$ cat config.mk
export PLATFORM = sky130hd
export DESIGN_NAME = cec_top
export DESIGN_NICKNAME = d
export VERILOG_FILES = /design/src/rtl/cec_pkg.sv /design/src/rtl/cec_filt_if.sv /design/src/rtl/cec_filter.sv /design/src/rtl/cec_top.sv
export VERILOG_INCLUDE_DIRS = /design/src /design/src/rtl
export SDC_FILE = /design/constraint.sdc
export NUM_CORES = 1
export LEC_CHECK = 0
export BUFFER_PORTS_ARGS = -buffer_cell sky130_fd_sc_hd__buf_2
export CAP_MARGIN = 20
export CORE_MARGIN = 8
export CORE_UTILIZATION = 56
export CTS_CLUSTER_SIZE = 20
export DETAILED_ROUTE_END_ITERATION = 8
export GPL_ROUTABILITY_DRIVEN = 1
export PLACE_DENSITY = 0.95
export SLEW_MARGIN = 20
export SYNTH_ARGS = -nofsm -noshare
export SYNTH_HDL_FRONTEND = slang
export SYNTH_HIERARCHICAL = 1
export SYNTH_SLANG_ARGS = --single-unit
$ cat constraint.sdc
create_clock -name REF_CLK -period 3.4 [get_ports REF_CLK]
set_input_delay 0.68 -clock REF_CLK [delete_from_list [all_inputs] [get_ports REF_CLK]]
set_output_delay 0.68 -clock REF_CLK [all_outputs]
set_load 0.01 [all_outputs]
$ cat src/rtl/cec_defs.svh
// offsets, field positions, reset values and counts of the edge conditioner
`ifndef CEC_DEFS_SVH
`define CEC_DEFS_SVH
// register indices; byte address is four times the index
`define CEC_IDX_FILTER 8'h99
`define CEC_IDX_MODE 8'h9c
`define CEC_IDX_APIN 8'haf
`define CEC_IDX_IRQ 8'hb0
// mode control fields
`define CEC_MODE_EN 7
`define CEC_MODE_OEN 6
`define CEC_MODE_RES 5
`define CEC_MODE_SPEC 4
`define CEC_MODE_EDGE 3
`define CEC_MODE_DSEL 2
// analog pin configuration fields
`define CEC_APIN_NEG 1
`define CEC_APIN_POS 0
// interrupt / timer control fields
`define CEC_IRQ_FLAG 0
`define CEC_IRQ_IEN 1
`define CEC_IRQ_TPO 2
`define CEC_IRQ_RUN 3
// reset values
`define CEC_FILT_RST 8'h00
`define CEC_MODE_RST 8'h00
`define CEC_APIN_RST 2'h0
// stage counter width and bus answers
`define CEC_CNT_W 4
`define CEC_RESP_OKAY 2'h0
`define CEC_RESP_SLVERR 2'h2
`endif

$ cat src/rtl/cec_pkg.sv
// types shared by the edge conditioner modules
package cec_pkg;
  typedef logic [3:0] cec_cnt_t;
  typedef enum logic [2:0] {
    CEC_SEL_NONE = 3'b000,
    CEC_SEL_FILT = 3'b001,
    CEC_SEL_MODE = 3'b010,
    CEC_SEL_APIN = 3'b011,
    CEC_SEL_IRQ = 3'b100
  } cec_sel_e;
endpackage

$ cat src/rtl/cec_filt_if.sv
// link between the register side and the filter chain
`timescale 1ns/1ns
interface cec_filt_if;
  import cec_pkg::*;
  logic ce;
  logic cpu_tick;
  logic raw;
  logic en;
  cec_cnt_t deb_n;
  cec_cnt_t dly_n;
  logic dly_sel;
  logic edge_sel;
  logic raw_sync;
  logic filt;
  logic delayed;
  logic edge_evt;
  modport ctrl(output ce, cpu_tick, raw, en, deb_n, dly_n, dly_sel,
    edge_sel, input raw_sync, filt, delayed, edge_evt);
  modport chain(input ce, cpu_tick, raw, en, deb_n, dly_n, dly_sel,
    edge_sel, output raw_sync, filt, delayed, edge_evt);
endinterface

$ cat src/rtl/cec_filter.sv
// synchroniser, de-bounce, delay and edge detector of the compare result
`timescale 1ns/1ns
`include "cec_defs.svh"
module cec_filter
  import cec_pkg::*;
(
  // clock and reset
  input wire logic clk,
  input wire logic rst_n,
  // control and results
  cec_filt_if.chain fi
);
  logic s1_q, s2_q, deb_q, dly_q, prev_q, edge_q;
  cec_cnt_t dcnt_q, ycnt_q;
  logic dly_tick;

  // true when one more tick completes a count of n
  function automatic logic cnt_done(input cec_cnt_t c, input cec_cnt_t n);
    cnt_done = ({1'b0, c} + 5'h01) >= {1'b0, n};
  endfunction

  // two flops: the raw result is asynchronous to our clock
  always_ff @(posedge clk or negedge rst_n) begin
    if (!rst_n) begin
      s1_q <= 1'b0;
      s2_q <= 1'b0;
    end else if (fi.ce) begin
      s1_q <= fi.raw;
      s2_q <= s1_q;
    end
  end

  // level must hold n cpu periods before it passes
  always_ff @(posedge clk or negedge rst_n) begin
    if (!rst_n) begin
      deb_q <= 1'b0;
      dcnt_q <= 4'h0;
    end else if (fi.ce) begin
      if (!fi.en) begin
        deb_q <= 1'b0;
        dcnt_q <= 4'h0;
      end else if (s2_q == deb_q) begin
        dcnt_q <= 4'h0; // short excursion discarded
      end else if (fi.deb_n == 4'h0) begin
        deb_q <= s2_q;
      end else if (fi.cpu_tick) begin
        if (cnt_done(dcnt_q, fi.deb_n)) begin
          deb_q <= s2_q;
          dcnt_q <= 4'h0;
        end else begin
          dcnt_q <= dcnt_q + 4'h1;
        end
      end
    end
  end

  // delay clock: every hosc cycle, or cpu ticks only
  assign dly_tick = fi.dly_sel ? fi.cpu_tick : 1'b1;

  // delay stage fed by the de-bounced level
  always_ff @(posedge clk or negedge rst_n) begin
    if (!rst_n) begin
      dly_q <= 1'b0;
      ycnt_q <= 4'h0;
    end else if (fi.ce) begin
      if (!fi.en) begin
        dly_q <= 1'b0;
        ycnt_q <= 4'h0;
      end else if (deb_q == dly_q) begin
        ycnt_q <= 4'h0;
      end else if (fi.dly_n == 4'h0) begin
        dly_q <= deb_q;
      end else if (dly_tick) begin
        if (cnt_done(ycnt_q, fi.dly_n)) begin
          dly_q <= deb_q;
          ycnt_q <= 4'h0;
        end else begin
          ycnt_q <= ycnt_q + 4'h1;
        end
      end
    end
  end

  // edge detector after both stages
  always_ff @(posedge clk or negedge rst_n) begin
    if (!rst_n) begin
      prev_q <= 1'b0;
      edge_q <= 1'b0;
    end else if (fi.ce) begin
      prev_q <= dly_q & fi.en;
      edge_q <= fi.en & (fi.edge_sel ? (dly_q & ~prev_q) :
        (~dly_q & prev_q));
    end
  end

  assign fi.raw_sync = s2_q;
  assign fi.filt = deb_q;
  assign fi.delayed = dly_q;
  assign fi.edge_evt = edge_q;
endmodule

$ cat src/rtl/cec_top.sv
// comparator edge conditioner with its AXI4-Lite register slave
//
// Our own choice: the AXI4-Lite interface to the registers.
`timescale 1ns/1ns
`include "cec_defs.svh"
module cec_top
  import cec_pkg::*;
(
  // clock, reset, freeze
  input wire logic REF_CLK,
  input wire logic ARST_N,
  input wire logic CLK_EN,
  // instruction clock tick and analog result
  input wire logic CPU_TICK,
  input wire logic CMP_RAW,
  // pin ownership
  output logic CMP_INPUTS_EN,
  output logic RESULT_PIN_O,
  output logic RESULT_PIN_OE,
  output logic POS_ANALOG_ONLY,
  output logic NEG_ANALOG_ONLY,
  // pulse timer link
  input wire logic PULSE_BUSY,
  input wire logic SURGE_STOP,
  output logic TIMER_PULSE_OUT_EN,
  output logic TIMER_RUN_EN,
  output logic PULSE_TRIG,
  // interrupt and low power
  input wire logic GREEN_MODE,
  output logic IRQ_REQ,
  // axi4-lite write
  input wire logic [11:0] AWADDR,
  input wire logic AWVALID,
  output logic AWREADY,
  input wire logic [31:0] WDATA,
  input wire logic [3:0] WSTRB,
  input wire logic WVALID,
  output logic WREADY,
  output logic [1:0] BRESP,
  output logic BVALID,
  input wire logic BREADY,
  // axi4-lite read
  input wire logic [11:0] ARADDR,
  input wire logic ARVALID,
  output logic ARREADY,
  output logic [31:0] RDATA,
  output logic [1:0] RRESP,
  output logic RVALID,
  input wire logic RREADY
);
  cec_filt_if fi();
  cec_filter u_filter (
    .clk(REF_CLK),
    .rst_n(ARST_N),
    .fi(fi.chain)
  );

  // registers
  logic [7:0] filt_q;
  logic en_q, oen_q, spec_q, edge_sel_q, dsel_q;
  logic [1:0] apin_q;
  logic flag_q, ien_q, tpo_q, run_q;
  logic res_q, trig_q, irq_q;
  // bus state
  logic [11:0] aw_addr_q;
  logic [31:0] wdata_q;
  logic [3:0] wstrb_q;
  logic aw_hold_q, w_hold_q, awready_q, wready_q, bvalid_q;
  logic [1:0] bresp_q;
  logic arready_q, rvalid_q;
  logic [1:0] rresp_q;
  logic [31:0] rdata_q;
  logic wr_go, wr_lane0, trig_d;
  cec_sel_e wr_sel, rd_sel;
  logic [7:0] rd_byte;

  // word address to register; misaligned or unknown gives none
  function automatic cec_sel_e cec_decode(input logic [11:0] a);
    if (a[1:0] != 2'h0) begin
      cec_decode = CEC_SEL_NONE;
    end else if (a[11:2] == {2'h0, `CEC_IDX_FILTER}) begin
      cec_decode = CEC_SEL_FILT;
    end else if (a[11:2] == {2'h0, `CEC_IDX_MODE}) begin
      cec_decode = CEC_SEL_MODE;
    end else if (a[11:2] == {2'h0, `CEC_IDX_APIN}) begin
      cec_decode = CEC_SEL_APIN;
    end else if (a[11:2] == {2'h0, `CEC_IDX_IRQ}) begin
      cec_decode = CEC_SEL_IRQ;
    end else begin
      cec_decode = CEC_SEL_NONE;
    end
  endfunction

  // settings towards the filter chain
  assign fi.ce = CLK_EN;
  assign fi.cpu_tick = CPU_TICK;
  assign fi.raw = CMP_RAW; // high reads as pos above neg
  assign fi.en = en_q;
  assign fi.deb_n = filt_q[3:0];
  assign fi.dly_n = filt_q[7:4];
  assign fi.dly_sel = dsel_q;
  assign fi.edge_sel = edge_sel_q;

  // write happens once address and data are both held
  assign wr_go = aw_hold_q & w_hold_q & ~bvalid_q;
  assign wr_lane0 = wr_go & wstrb_q[0];
  assign wr_sel = cec_decode(aw_addr_q);
  assign rd_sel = cec_decode(ARADDR);

  // write channels: address and data taken in either order
  always_ff @(posedge REF_CLK or negedge ARST_N) begin
    if (!ARST_N) begin
      aw_addr_q <= 12'h000;
      wdata_q <= 32'h0000_0000;
      wstrb_q <= 4'h0;
      aw_hold_q <= 1'b0;
      w_hold_q <= 1'b0;
      awready_q <= 1'b1;
      wready_q <= 1'b1;
      bvalid_q <= 1'b0;
      bresp_q <= `CEC_RESP_OKAY;
    end else if (CLK_EN) begin
      if (AWVALID && awready_q) begin
        aw_addr_q <= AWADDR;
        aw_hold_q <= 1'b1;
        awready_q <= 1'b0;
      end
      if (WVALID && wready_q) begin
        wdata_q <= WDATA;
        wstrb_q <= WSTRB;
        w_hold_q <= 1'b1;
        wready_q <= 1'b0;
      end
      if (wr_go) begin
        aw_hold_q <= 1'b0;
        w_hold_q <= 1'b0;
        bvalid_q <= 1'b1;
        bresp_q <= (wr_sel == CEC_SEL_NONE) ? `CEC_RESP_SLVERR :
          `CEC_RESP_OKAY;
      end
      if (bvalid_q && BREADY) begin
        bvalid_q <= 1'b0;
        awready_q <= 1'b1;
        wready_q <= 1'b1;
      end
    end
  end

  // read data; pin config is write-only and reads zero
  always_comb begin
    rd_byte = 8'h00;
    if (rd_sel == CEC_SEL_FILT) begin
      rd_byte = filt_q;
    end else if (rd_sel == CEC_SEL_MODE) begin
      rd_byte = {en_q, oen_q, res_q, spec_q, edge_sel_q, dsel_q, 2'h0};
    end else if (rd_sel == CEC_SEL_IRQ) begin
      rd_byte = {4'h0, run_q, tpo_q, ien_q, flag_q};
    end
  end

  // read channel: one read in flight, answer one edge after address
  always_ff @(posedge REF_CLK or negedge ARST_N) begin
    if (!ARST_N) begin
      arready_q <= 1'b1;
      rvalid_q <= 1'b0;
      rresp_q <= `CEC_RESP_OKAY;
      rdata_q <= 32'h0000_0000;
    end else if (CLK_EN) begin
      if (ARVALID && arready_q) begin
        arready_q <= 1'b0;
        rvalid_q <= 1'b1;
        rdata_q <= {24'h00_0000, rd_byte};
        rresp_q <= (rd_sel == CEC_SEL_NONE) ? `CEC_RESP_SLVERR :
          `CEC_RESP_OKAY;
      end else if (rvalid_q && RREADY) begin
        rvalid_q <= 1'b0;
        arready_q <= 1'b1;
      end
    end
  end

  // software settings; surge stop overrides a write in the same cycle
  always_ff @(posedge REF_CLK or negedge ARST_N) begin
    if (!ARST_N) begin
      filt_q <= `CEC_FILT_RST;
      en_q <= 1'b0;
      oen_q <= 1'b0;
      spec_q <= 1'b0;
      edge_sel_q <= 1'b0;
      dsel_q <= 1'b0;
      apin_q <= `CEC_APIN_RST;
      ien_q <= 1'b0;
      tpo_q <= 1'b0;
      run_q <= 1'b0;
    end else if (CLK_EN) begin
      if (wr_lane0 && wr_sel == CEC_SEL_FILT) begin
        filt_q <= wdata_q[7:0];
      end
      if (wr_lane0 && wr_sel == CEC_SEL_MODE) begin
        en_q <= wdata_q[`CEC_MODE_EN];
        oen_q <= wdata_q[`CEC_MODE_OEN];
        spec_q <= wdata_q[`CEC_MODE_SPEC];
        edge_sel_q <= wdata_q[`CEC_MODE_EDGE];
        dsel_q <= wdata_q[`CEC_MODE_DSEL];
      end
      if (wr_lane0 && wr_sel == CEC_SEL_APIN) begin
        apin_q <= {wdata_q[`CEC_APIN_NEG], wdata_q[`CEC_APIN_POS]};
      end
      if (wr_lane0 && wr_sel == CEC_SEL_IRQ) begin
        ien_q <= wdata_q[`CEC_IRQ_IEN];
        tpo_q <= wdata_q[`CEC_IRQ_TPO];
        run_q <= wdata_q[`CEC_IRQ_RUN];
      end
      if (SURGE_STOP) begin
        spec_q <= 1'b0;
        tpo_q <= 1'b0;
        run_q <= 1'b0;
      end
    end
  end

  // sticky event flag; writing 0 clears, a new edge wins over the clear
  always_ff @(posedge REF_CLK or negedge ARST_N) begin
    if (!ARST_N) begin
      flag_q <= 1'b0;
    end else if (CLK_EN) begin
      if (fi.edge_evt) begin
        flag_q <= 1'b1;
      end else if (wr_lane0 && wr_sel == CEC_SEL_IRQ &&
          !wdata_q[`CEC_IRQ_FLAG]) begin
        flag_q <= 1'b0;
      end
    end
  end

  // trigger only when armed and the timer is idle
  assign trig_d = fi.edge_evt & spec_q & tpo_q
    & ~PULSE_BUSY;

  // pin ownership, live result, trigger and interrupt request
  always_ff @(posedge REF_CLK or negedge ARST_N) begin
    if (!ARST_N) begin
      res_q <= 1'b0;
      trig_q <= 1'b0;
      irq_q <= 1'b0;
      CMP_INPUTS_EN <= 1'b0;
      RESULT_PIN_O <= 1'b0;
      RESULT_PIN_OE <= 1'b0;
      POS_ANALOG_ONLY <= 1'b0;
      NEG_ANALOG_ONLY <= 1'b0;
    end else if (CLK_EN) begin
      res_q <= en_q & fi.raw_sync;
      trig_q <= trig_d;
      // green mode keeps the flag but holds back the wake request
      irq_q <= flag_q & ien_q & ~GREEN_MODE;
      CMP_INPUTS_EN <= en_q;
      RESULT_PIN_O <= en_q & oen_q & fi.filt;
      RESULT_PIN_OE <= en_q & oen_q;
      POS_ANALOG_ONLY <= apin_q[0];
      NEG_ANALOG_ONLY <= apin_q[1];
    end
  end

  assign TIMER_PULSE_OUT_EN = tpo_q;
  assign TIMER_RUN_EN = run_q;
  assign PULSE_TRIG = trig_q;
  assign IRQ_REQ = irq_q;
  assign AWREADY = awready_q;
  assign WREADY = wready_q;
  assign BVALID = bvalid_q;
  assign BRESP = bresp_q;
  assign ARREADY = arready_q;
  assign RVALID = rvalid_q;
  assign RRESP = rresp_q;
  assign RDATA = rdata_q;
endmodule

Yosys cells after proc, flatten, opt, wreduce, memory -nomap -nowiden
Cells that the tools add are included.
W data, S select, Z words.
{"block": "classes", "addsub": 4, "magnitude_cmp": 2, "eq_ne": 27, "muxes": 59, "bitwise": 20, "reduce_logical": 47}
{"op": "$eq A10 B8 Y1 const B", "count": 8}
{"op": "$mux W4", "count": 11}
{"op": "$mux W1", "count": 34}
{"op": "$reduce_and A2 Y1", "count": 17}
{"op": "$mux W3", "count": 10}
{"op": "$reduce_bool A2 Y1", "count": 11}
{"op": "$mux W8", "count": 2}
{"op": "$and A1 B1 Y1", "count": 15}
{"op": "$ne A3 B1 Y1 const B", "count": 4}
{"op": "$ne A3 B2 Y1 const B", "count": 4}
{"op": "$add A4 B1 Y5 const B", "count": 2}
{"op": "$ge A5 B4 Y1", "count": 2}
{"op": "$logic_and A1 B1 Y1", "count": 10}
{"op": "$eq A3 B2 Y1 const B", "count": 3}
{"op": "$add A4 B1 Y4 const B", "count": 2}
{"op": "$logic_not A4 Y1", "count": 2}
{"op": "$reduce_and A4 Y1", "count": 2}
{"op": "$eq A3 B1 Y1 const B", "count": 2}
{"op": "$eq A3 B3 Y1 const B", "count": 2}
{"op": "$logic_not A3 Y1", "count": 2}
{"op": "$reduce_and A3 Y1", "count": 2}
{"op": "$not A1 Y1", "count": 5}
{"op": "$mux W2", "count": 2}
{"op": "$ne A2 B2 Y1 const B", "count": 2}
{"op": "other kinds (2)", "count": 3}
{"block": "totals", "regBits": 81, "in_bits": 73, "out_inout_bits": 50, "word_cells": 199}

Longest topological paths before layout
Gate-level depths: netlist (run 1).
{"block": "depth", "word_depth": 11, "ltp_mapped": 8, "ltp_nobuf": 8}

Hierarchy
Netlist (run 1), hierarchy kept.
{"mod": "cec_top", "instances": 1, "cells_each": 258, "area_per_inst_um2": 3084.2, "seq_area_each_um2": 1630.3}
{"mod": "cec_filter", "instances": 1, "cells_each": 111, "area_per_inst_um2": 977.2, "seq_area_each_um2": 350.3}

Worst setup path before layout (run 1)
No wires, ideal clock.
{"block": "synth_timing", "kind": "input-to-reg", "start": "input CLK_EN", "end": "register filt_q[0]", "setup_time_ns": 0.125, "arrival_time_ns": 2.052, "required_ns": 3.275, "path_slack_ns": 1.223, "path_stages": 6, "path_buffers": 2, "path_cell_list": "buf_4 and4b_1 buf_4 nand3_4 nor4b_4 mux2_2"}
{"block": "synth_via", "elab_chain_len": 1}
{"element": "from (decl)", "line_no": "cec_top.sv:12", "source": "input wire logic CLK_EN,"}
{"element": "$reduce_and A2 Y1 (no line)"}
{"element": "to (signal assigned)", "line_no": "cec_top.sv:185", "source": "filt_q <= `CEC_FILT_RST;"}
{"element": "to (signal assigned)", "line_no": "cec_top.sv:197", "source": "filt_q <= wdata_q[7:0];"}
{"element": "to (decl)", "line_no": "cec_top.sv:59", "source": "logic [7:0] filt_q;"}
No other way between the ends.
A chain may end at the register's enable or synchronous reset.

Final worst setup path (run 1)
{"block": "layout_timing", "start": "input CLK_EN", "end": "register filt_q[1]"}
Same word-level chain as after synthesis.

==> results.txt, run 1 <==
----------------------------------------------------
[Clocking]
  Max Buffers Root-to-Sink ... 2
  Clock tree root driver cell ... clkbuf_8
  Clock latency of the later-clocked register in the worst-skew pair ... 0.36 ns
  CTS buffer count ... 9
  Number of setup buffers added after CTS ... 0
  Maximum level of the CTS H-tree ... 3
  Count of hold buffers inserted by post-cts repair ... 0
  Post-CTS resize count ... 0
  Clock-pin slew on the worst setup and hold paths ... 0.08 ns
  TritonCTS clock tree ... built
  Clock sinks ... 79

[Floorplan]
  Die Width ... 101 um
  Number of core rows ... 31
  Die area ... 10200 um2
  I/O pin cnt ... 123
  Effective utilization at floorplan ... 56.9%
  DIE HEIGHT ... 101 um
  Core region area ... 7140 um2

[STA]
  Worst Clk Skew ... 0.00981 ns
  Normalized max-slew margin ... 35.9%
  Hold slack ... 0.456 ns
  Shortest clock period the worst path allows after layout ... 2.35 ns
  Pin slew with the least headroom to its limit ... 0.962 ns
  RSZ-0062 raised after global routing ... no
  Number of endpoints with negative hold slack in the final report ... 0
  Highest clock frequency the design can meet ... 0.426 GHz
  Fin. max-slew vios ... 0
  Period Utilization, post-route ... 69.1%
  Count of final setup violators ... 0
  Setup TNS ... 0 ns
  Least setup slack across all paths after layout ... 1.05 ns

[Drt]
  Drt drc ... 0
  Starting DRT DRC Count ... 136
  Detailed-routing iteration count for the pre-antenna-repair pass ... 4
  Met1 Wirelength ... 3.64 mm
  Average via count per standard cell ... 5.54
  WL met3 ... 816 um
  Met2 routed wirelength ... 4.26 mm
  Total vias in the final route ... 3010
  Final antenna-violating net count ... 0
  Top Layer Used ... met4
  Routed wire length ... 8.90 mm
  Wire per inst ... 16.4 um

[Placed design]
  Placed Cells incl. Taps ... 527
  Final HPWL DP ... 6.74 mm
  Placed Instance Area ... 4390 um2
  Input/output buffers ... 69
  Final RePlAce weighted congestion ... 0.866
  Post-Place Worst Slack ... 0.680 ns

[Synthesis]
  YS warnings ... 6
  Average cell area after synthesis ... 11.0 um2
  Synthesized flop and latch total ... 79
  Number of enable flip-flop cells after synthesis ... 0
  Main synth FF type ... dfrtp_1
  Portion of the post-synthesis area used by sequential elements ... 48.8%
  Netlist area before placement ... 4060 um2
  Cells after synthesis ... 369
  Number of distinct library cell variants in the gate-level netlist after synthesis ... 59
  Async set-or-reset flop fraction in the synthesized netlist ... 100%

[Final layout]
  Antenna diode count ... 0
  Area growth syn-to-layout ... 12.3%
  Final net count ... 522
  Final cell count without fillers ... 543
  Post-route cell area ... 4560 um2
  Share of final-layout standard cells stronger than drive strength 1 ... 32.4%
  Number of inserted filler cells in the final layout ... 561
  Commonest cells after routing, fill and taps aside ... dfrtp_1, buf_2, mux2_2
  Core Util, Final ... 63.9%
  Most common cell after layout, fill and taps aside ... dfrtp_1

[Setup path]
  Worst flop-to-flop path endpoint ... filt_q[1]
  Critical path capture point type ... register
  Biggest fanout along the worst timing path ... 17
  Startpoint of the worst register-to-register path ... aw_addr_q[11]
  Worst path bufs/invs ... 1
  Length in cells of the worst reg-to-reg path ... 4
  Data required time of the worst path ... 3.63 ns
  CP arrival ... 2.58 ns
  Kind of launch point of the worst setup path ... primary input
  Crit path kind ... primary input to register
  Longest individual stage delay on the worst path ... 0.62 ns
  CP top delay family ... simple AND/OR/NAND/NOR gates
  Reg2reg setup slack ... 1.20 ns
  Cells along the critical path ... buf_2 -> and4b_1 -> nand3_4 -> nor4b_4 -> mux2_2
  Standard cell with the maximum stage delay on the critical path ... nor4b_4

[GRT]
  Combined global-route utilization of all metal layers ... 18.0%
  Initial antenna violation count ... 0
  Largest net degree at the start of global routing ... 80
  Number of global-route vias before repair ... 3101
  Wire length of the first global-routing pass ... 14.5 mm
  Total congestion overflow ... 0

[Run status]
  Result of the run ... finished clean

[Pwr]
  Cell area power density ... 491 nW/um2
  Peak supply drop ... 0.452 mV
  Standby leakage power ... 2.17 nW
  Power Total ... 2.24 mW

[Flow run]
  Max capacitance violation total ... 0

[Hold path]
  Kind of path behind the tightest hold check ... primary input to asynchronous set/reset pin

----------------------------------------------------
==> layer usage <==
layer	up-vias	GRT usage [%]
met1	1452	20.5
met3	17	6.39
met2	134	29.8
met5	-	0
li1	1407	-
met4	0	7.67
==> flip-flops by register name, summed over array words and instances, names as in the netlist, 2 cells and up <==
name and count:
aw_addr_q 12, RDATA 8, filt_q 8, wdata_q 8
u_filter/dcnt_q 4, u_filter/ycnt_q 4, apin_q 2
==> final cells by class <==
type,count,area [um2],area share (%)
repair buffers,70,355,7.79
clock buffers,11,131,2.88
inverters,30,113,2.47
clock inverters,5,35.0,0.768
multi-input cells,249,1820,39.9
well taps,99,124,2.72
flip-flops and latches,79,1980,43.4
==> cell families (layout without fill, tap and decap cells) <==
kind of cell | Yosys count | in the layout | synth area share [%]
buffers and inverters | 66 | 116 | 8.72
AOI/OAI and AO/OA | 69 | 69 | 11.5
other | 1 | 26 | 0.0923
and+or+nand+nor | 95 | 95 | 14.7
adders and majority gates | 10 | 10 | 3.08
xor gates and xnor gates | 7 | 7 | 1.51
muxes | 42 | 42 | 11.6
DFF | 79 | 79 | 48.8
==> cells in the mapped netlist (all sizes together), types with 2 or more instances <==
cell type | n | share of area [%]
a32o | 6 | 1.5
a21o | 3 | 0.55
clkbuf | 6 | 0.55
xor2 | 6 | 1.3
buf | 30 | 5.4
o21ai | 27 | 3.4
a221oi | 2 | 0.43
nand4 | 4 | 0.62
a22oi | 4 | 0.74
nor4 | 9 | 2.6
nor3 | 3 | 0.37
mux2 | 41 | 11
nor4b | 3 | 1.2
or2 | 2 | 0.31
nand2b | 4 | 0.62
nand4b | 2 | 0.43
nand3 | 13 | 1.9
and4b | 2 | 0.49
dfrtp | 76 | 47
ha | 10 | 3.1
o31ai | 2 | 0.37
a31oi | 4 | 0.62
a211oi | 2 | 0.37
a21oi | 6 | 0.74
nor2 | 7 | 0.65
a32oi | 2 | 0.43
dfstp | 3 | 1.9
a311oi | 2 | 0.43
inv | 30 | 2.8
nor3b | 2 | 0.37
o22ai | 3 | 0.46
nand2 | 35 | 3.2
o32ai | 2 | 0.62
==> power breakdown <==
| part | leakage (nW) | switching [mW] | internal [mW] | total [mW] |
|---|---|---|---|---|
| clock | 0.0833 | 0.336 | 0.265 | 0.602 |
| sequential | 1.03 | 0.158 | 1.11 | 1.27 |
| combinational | 1.06 | 0.170 | 0.203 | 0.372 |
==> worst max-delay path by stage <==
stage | startpoint | to | slack (ns) | cells after the start
final | CLK_EN | filt_q[1] | 1.05 | 5
after CTS | CLK_EN | filt_q[1] | 1.05 | 5
after global routing | CLK_EN | filt_q[4] | 0.99 | 5
after global placement | CLK_EN | filt_q[1] | 0.78 | 5
after detailed placement | CLK_EN | filt_q[1] | 0.68 | 5
after floorplan | CLK_EN | filt_q[0] | 1.22 | 6
Note: power is estimated with default switching activity, not from simulation.
==> run 2, diff against run 1 <==
- CORE_UTILIZATION: 56 -> 47
- PLACE_DENSITY: 0.95 -> 0.87
- clock period: 3.4 -> 2 ns (I/O delays scaled with it)
==> run 2 against run 1 <==
Largest cell class unchanged. Critical endpoint is now u_filter/ycnt_q[2]. Register-to-register slack got worse by 1.2 ns. Clock power increased by 100%. Die area increased by 16%. Critical path type is now register to register. Non-clock buffer count increased by 16. Clock skew increased by 0.0019 ns. Global-route usage decreased by 2.0 points.
==> results.txt, run 2 (same netlist as run 1, synthesis figures left out) <==
----------------------------------------------------
[Final layout]
  Share of final-layout standard cells stronger than drive strength 1 ... 36.3%
  Final net count ... 538
  Storage cell area ... 1980 um2
  Flip-flop count of the largest register after layout ... 12
  Most common cell after layout, fill and taps aside ... dfrtp_1
  Number of inserted filler cells in the final layout ... 737
  Area growth syn-to-layout ... 17.6%
  Area of combinational cells with multiple inputs ... 1850 um2
  Commonest cells after routing, fill and taps aside ... dfrtp_1, buf_2, mux2_2
  Antenna diode count ... 0
  Largest register by flop count ... aw_addr_q

[Pwr]
  Standby leakage power ... 2.27 nW
  Power Total ... 4.06 mW
  Peak supply drop ... 0.715 mV
  Cell area power density ... 850 nW/um2

[Placed design]
  Input/output buffers ... 69
  Final HPWL DP ... 6.98 mm
  Final RePlAce weighted congestion ... 0.824

[Clocking]
  Maximum level of the CTS H-tree ... 3
  Clock tree root driver cell ... clkbuf_8
  Max Buffers Root-to-Sink ... 2
  CTS buffer count ... 9
  Clock sinks ... 79
  Clock latency of the later-clocked register in the worst-skew pair ... 0.36 ns
  TritonCTS clock tree ... built
  Clock-pin slew on the worst setup and hold paths ... 0.09 ns

[Setup path]
  Biggest fanout along the worst timing path ... 4
  Reg2reg setup slack ... 0.04 ns
  Critical path capture point type ... register
  Kind of launch point of the worst setup path ... register
  Crit path kind ... register to register
  Worst flop-to-flop path endpoint ... u_filter/ycnt_q[2]
  Startpoint of the worst register-to-register path ... u_filter/ycnt_q[2]
  Data required time of the worst path ... 2.27 ns
  Length in cells of the worst reg-to-reg path ... 8
  CP arrival ... 2.23 ns

[Run status]
  Result of the run ... finished clean

[Flow run]
  Max capacitance violation total ... 0

[Floorplan]
  Number of core rows ... 34
  Die Width ... 109 um
  Die area ... 11900 um2
  DIE HEIGHT ... 109 um
  Core region area ... 8550 um2
  I/O pin cnt ... 123
  Effective utilization at floorplan ... 47.5%

[GRT]
  Combined global-route utilization of all metal layers ... 15.9%
  Number of global-route vias before repair ... 3231
  Total congestion overflow ... 0
  Largest net degree at the start of global routing ... 38
  Initial antenna violation count ... 0
  Wire length of the first global-routing pass ... 15.0 mm

[STA]
  Number of endpoints with negative hold slack in the final report ... 0
  Highest clock frequency the design can meet ... 0.511 GHz
  Count of final setup violators ... 0
  Worst Clk Skew ... 0.0117 ns
  RSZ-0062 raised after global routing ... yes
  Shortest clock period the worst path allows after layout ... 1.96 ns
  Hold slack ... 0.245 ns
  Fin. max-slew vios ... 0
  Period Utilization, post-route ... 97.8%

[Drt]
  Routed wire length ... 9.26 mm
  Average via count per standard cell ... 5.38
  Drt drc ... 0
  Wire per inst ... 16.3 um
  Detailed-routing iteration count for the pre-antenna-repair pass ... 4
  Starting DRT DRC Count ... 154
  Total vias in the final route ... 3055
  Final antenna-violating net count ... 0

[Hold path]
  Hold Path Depth ... 2
  Min-delay src ... PULSE_BUSY
  Kind of path behind the tightest hold check ... primary input to register
  Hold Crit Endpoint ... PULSE_TRIG

----------------------------------------------------
## run 2: changes by cell type in the layout (fill, tap and decap cells not counted), moves of 2 or more
cell      previous run  this run
inv_6                0         2
ha_1                10         8
buf_4                2        16
clkbuf_1             2         0
ha_2                 0         2
## run 2: what timing repair did
item,CTS,global route
setup endpoints to repair,13,19
setup buffers,0,3
hold buffers,1,0
resized for setup,2,6
pin swaps,0,1
hold endpoints to repair,23,0
## run 2: per-stage QoR
stage,instance area (um2),utilization [%],setup WS [ns],cells,TNS [ns]
2_1_floorplan,4160,-,0.103,394,0
3_5_place_dp,4510,52.7,-0.0145,548,-0.108
5_1_grt,4780,55.9,-0.0267,568,-0.0283
4_1_cts,4740,55.4,0.0326,565,0
6_report,4780,55.9,0.0444,568,0
3_3_place_gp,4510,52.7,0.0665,548,0
## run 2: final cells by class
cell class	count	share of cell area (%)
clock buffer	9	2.59
clock inverter	7	1.68
inverter	30	2.36
multi-input combinational	249	38.8
sequential	79	41.5
tap	108	2.83
timing repair buffer	86	10.3
## run 2: critical path, stage by stage, from the launching register on
cell and delay (ns):
dfrtp_2 0.45, nand3_1 0.10, xor2_1 0.21, inv_1 0.08, ha_1 0.25, a31oi_4 0.20
and3_1 0.18, nand4_1 0.19, o22ai_1 0.21
## run 2: worst max path at each step
stage	start	to	cells after the start
5_1_grt	u_filter/ycnt_q[0]	u_filter/ycnt_q[2]	7
3_3_place_gp	ARADDR[11]	RDATA[5]	6
6_report	u_filter/ycnt_q[2]	u_filter/ycnt_q[2]	8
4_1_cts	u_filter/dcnt_q[0]	u_filter/dcnt_q[2]	7
2_1_floorplan	CLK_EN	filt_q[0]	6
3_5_place_dp	aw_addr_q[11]	filt_q[7]	5
## run 2: where the power goes
group          internal [mW]  switching (mW)
clock network          0.594           0.636
logic                  0.371           0.298
registers               1.88           0.279
## run 2: layer usage
metal | part of all wire, % | up-vias | global-route usage (%) | wire length [um]
met2 | 48 | 123 | 25.9 | 4420
met3 | 9.6 | 18 | 4.49 | 893
met5 | 0 | - | 0 | 0
met1 | 40 | 1472 | 18.8 | 3730
met4 | 2.4 | 0 | 8.41 | 222
li1 | - | 1442 | - | -
==> run 3, diff against run 2 <==
- ABC_AREA: not set -> 1
- PLACE_DENSITY: 0.87 -> 0.86
- clock period: 2 -> 1.67 ns (I/O delays scaled with it)
==> run 3 against run 2 <==
First-iteration DRC count up 52%. Total power up 35%. Critical path depth up 1. Critical endpoint unchanged. Cell count up 37%. Global-route usage up 1.8 points. Largest cell class is now multi-input combinational cells. Area after synthesis up 6.1%. Sequential cell count unchanged. Final area up 10%. Non-clock buffer count up 14. The flow now finishes with violations (setup timing). Via count up 29%.
==> results.txt, run 3 <==
----------------------------------------------------
[GRT]
  Total congestion overflow ... 0
  Most Used Layer, Global Route ... met2
  Number of global-route vias before repair ... 4016
  Met3 layer usage reported by global route ... 4.87%
  Wire length of the first global-routing pass ... 18.2 mm
  Initial antenna violation count ... 0
  Global routing met1 resource utilization ... 20.0%
  Combined global-route utilization of all metal layers ... 17.8%
  Met2 capacity usage during global routing ... 30.1%
  Largest net degree at the start of global routing ... 33

[Final layout]
  Final cell count without fillers ... 780
  Commonest cells after routing, fill and taps aside ... nand2_1, dfrtp_1, inv_1
  Area growth syn-to-layout ... 22.5%
  Final net count ... 747
  Flip-flop count of the largest register after layout ... 12
  Share of final-layout standard cells stronger than drive strength 1 ... 25.7%
  Storage cell area ... 1980 um2
  Area of combinational cells with multiple inputs ... 2060 um2
  Antenna diode count ... 0
  Most common cell after layout, fill and taps aside ... nand2_1
  Number of inserted filler cells in the final layout ... 793
  Largest register by flop count ... aw_addr_q

[Setup path]
  Crit path kind ... register to register
  Kind of launch point of the worst setup path ... register
  Data required time of the worst path ... 1.96 ns
  CP arrival ... 2.12 ns
  Critical path capture point type ... register
  Biggest fanout along the worst timing path ... 4

[STA]
  Period Utilization, post-route ... 110%
  Hold slack ... 0.167 ns
  Fin. max-slew vios ... 0
  Worst Clk Skew ... 0.00806 ns
  Count of final setup violators ... 10
  Number of endpoints with negative hold slack in the final report ... 0
  Shortest clock period the worst path allows after layout ... 1.83 ns
  Least setup slack across all paths after layout ... -0.163 ns
  Highest clock frequency the design can meet ... 0.546 GHz
  RSZ-0062 raised after global routing ... yes

[Synthesis]
  YS warnings ... 6
  Area leader, netlist ... dfrtp_1
  Average cell area after synthesis ... 7.67 um2
  Async set-or-reset flop fraction in the synthesized netlist ... 100%
  Number of distinct library cell variants in the gate-level netlist after synthesis ... 34
  Main area contributors after synthesis ... dfrtp_1, nand2_1, nand3_1
  Most numerous cell in the Yosys netlist ... nand2_1
  Area share of the largest cell type after synthesis ... 44.1%
  Portion of the post-synthesis area used by sequential elements ... 46.0%
  Netlist area before placement ... 4310 um2
  Cells after synthesis ... 562
  Most instantiated cells after synthesis ... nand2_1, dfrtp_1, inv_1
  Number of enable flip-flop cells after synthesis ... 0
  Main synth FF type ... dfrtp_1
  Synthesized flop and latch total ... 79

[Drt]
  Average via count per standard cell ... 5.06
  Starting DRT DRC Count ... 234
  Wire per inst ... 14.0 um
  Total vias in the final route ... 3949
  Detailed-routing iteration count for the pre-antenna-repair pass ... 5
  Final antenna-violating net count ... 0
  Drt drc ... 0
  Routed wire length ... 10.9 mm

[Floorplan]
  I/O pin cnt ... 123
  Effective utilization at floorplan ... 47.5%
  Die Width ... 112 um
  Number of core rows ... 35
  Core region area ... 9060 um2
  Die area ... 12500 um2
  DIE HEIGHT ... 112 um

[Clocking]
  CTS buffer count ... 9
  Clock-pin slew on the worst setup and hold paths ... 0.08 ns
  Max Buffers Root-to-Sink ... 2
  Clock latency of the later-clocked register in the worst-skew pair ... 0.35 ns
  Clock tree root driver cell ... clkbuf_8
  Clock sinks ... 79
  Maximum level of the CTS H-tree ... 3
  TritonCTS clock tree ... built

[Run status]
  Result of the run ... complete, but fails checks
  Failing checks ... setup timing

[Placed design]
  Final HPWL DP ... 8.15 mm
  Placed Cells incl. Taps ... 751
  Input/output buffers ... 69
  Final RePlAce weighted congestion ... 0.878

[Pwr]
  Peak supply drop ... 0.566 mV
  Cell area power density ... 1040 nW/um2
  Standby leakage power ... 2.98 nW

[Flow run]
  Max capacitance violation total ... 0

[Hold path]
  Kind of path behind the tightest hold check ... primary input to register

----------------------------------------------------
run 3: metrics by stage:
step | power, mW | setup WS (ns) | setup TNS [ns] | util (%) | cell area [um2]
final | 5.49 | -0.163 | -1.19 | 58.2 | 5280
after floorplan | 3.49 | 0.0142 | 0 | - | 4410
after global routing | 5.85 | -0.245 | -2.10 | 58.2 | 5280
after detailed placement | 3.95 | -0.140 | -0.960 | 53.0 | 4800
after global placement | 3.86 | -0.0542 | -0.323 | 53.0 | 4800
after CTS | 5.52 | -0.112 | -0.967 | 56.7 | 5140
run 3: critical path, stage by stage (launching register included):
cell	delay, ns
dfrtp_1	0.42
ha_4	0.18
xor2_2	0.15
ha_1	0.34
buf_4	0.15
nand4_1	0.10
nand2_1	0.11
nor2_4	0.15
nand3_1	0.09
nand2_1	0.07
run 3: where the power goes:
part           internal [mW]  switching (mW)
clock network          0.847           0.728
logic                  0.474           0.800
registers               2.35           0.293
run 3: metal layers:
| metal | vias to the layer above | wire [um] |
|---|---|---|
| li1 | 1911 | - |
| met1 | 1806 | 4430 |
| met2 | 202 | 5230 |
| met3 | 30 | 919 |
| met4 | 0 | 325 |
| met5 | - | 0 |
run 3: final timing paths:
path	start	end	slack, ns	depth (start not counted)
setup reg to reg	u_filter/ycnt_q[1]	u_filter/ycnt_q[2]	-0.16	9
min in group asynchronous	ARST_N	u_filter/dcnt_q[2]	0.46	2
hold reg to reg	NEG_ANALOG_ONLY	NEG_ANALOG_ONLY	0.47	2
max in group asynchronous	ARST_N	ARREADY	0.59	3
hold / removal	PULSE_BUSY	PULSE_TRIG	0.17	2
setup / recovery	u_filter/ycnt_q[1]	u_filter/ycnt_q[2]	-0.16	9
run 3: cell families after synthesis:
family | synth area share [%]
compound gates | 6.51
xor+xnor | 1.22
fa+ha+maj | 2.90
buf+inv | 12.2
flops | 46.0
other cells | 0.0870
simple gates | 31.1
run 3: repair_timing:
action,4_1_cts,5_1_grt
setup endpoints to repair,10,11
resized for setup,9,21
buffers inserted,8,4
pin swaps,8,17
hold endpoints to repair,27,0
hold buffers,1,0
run 3: final cells by class:
class	instances	area share [%]
multi-input combinational	399	39.0
sequential	79	37.5
timing repair buffer	100	11.3
inverter	75	5.38
tap	111	2.63
clock buffer	9	2.35
clock inverter	7	1.83
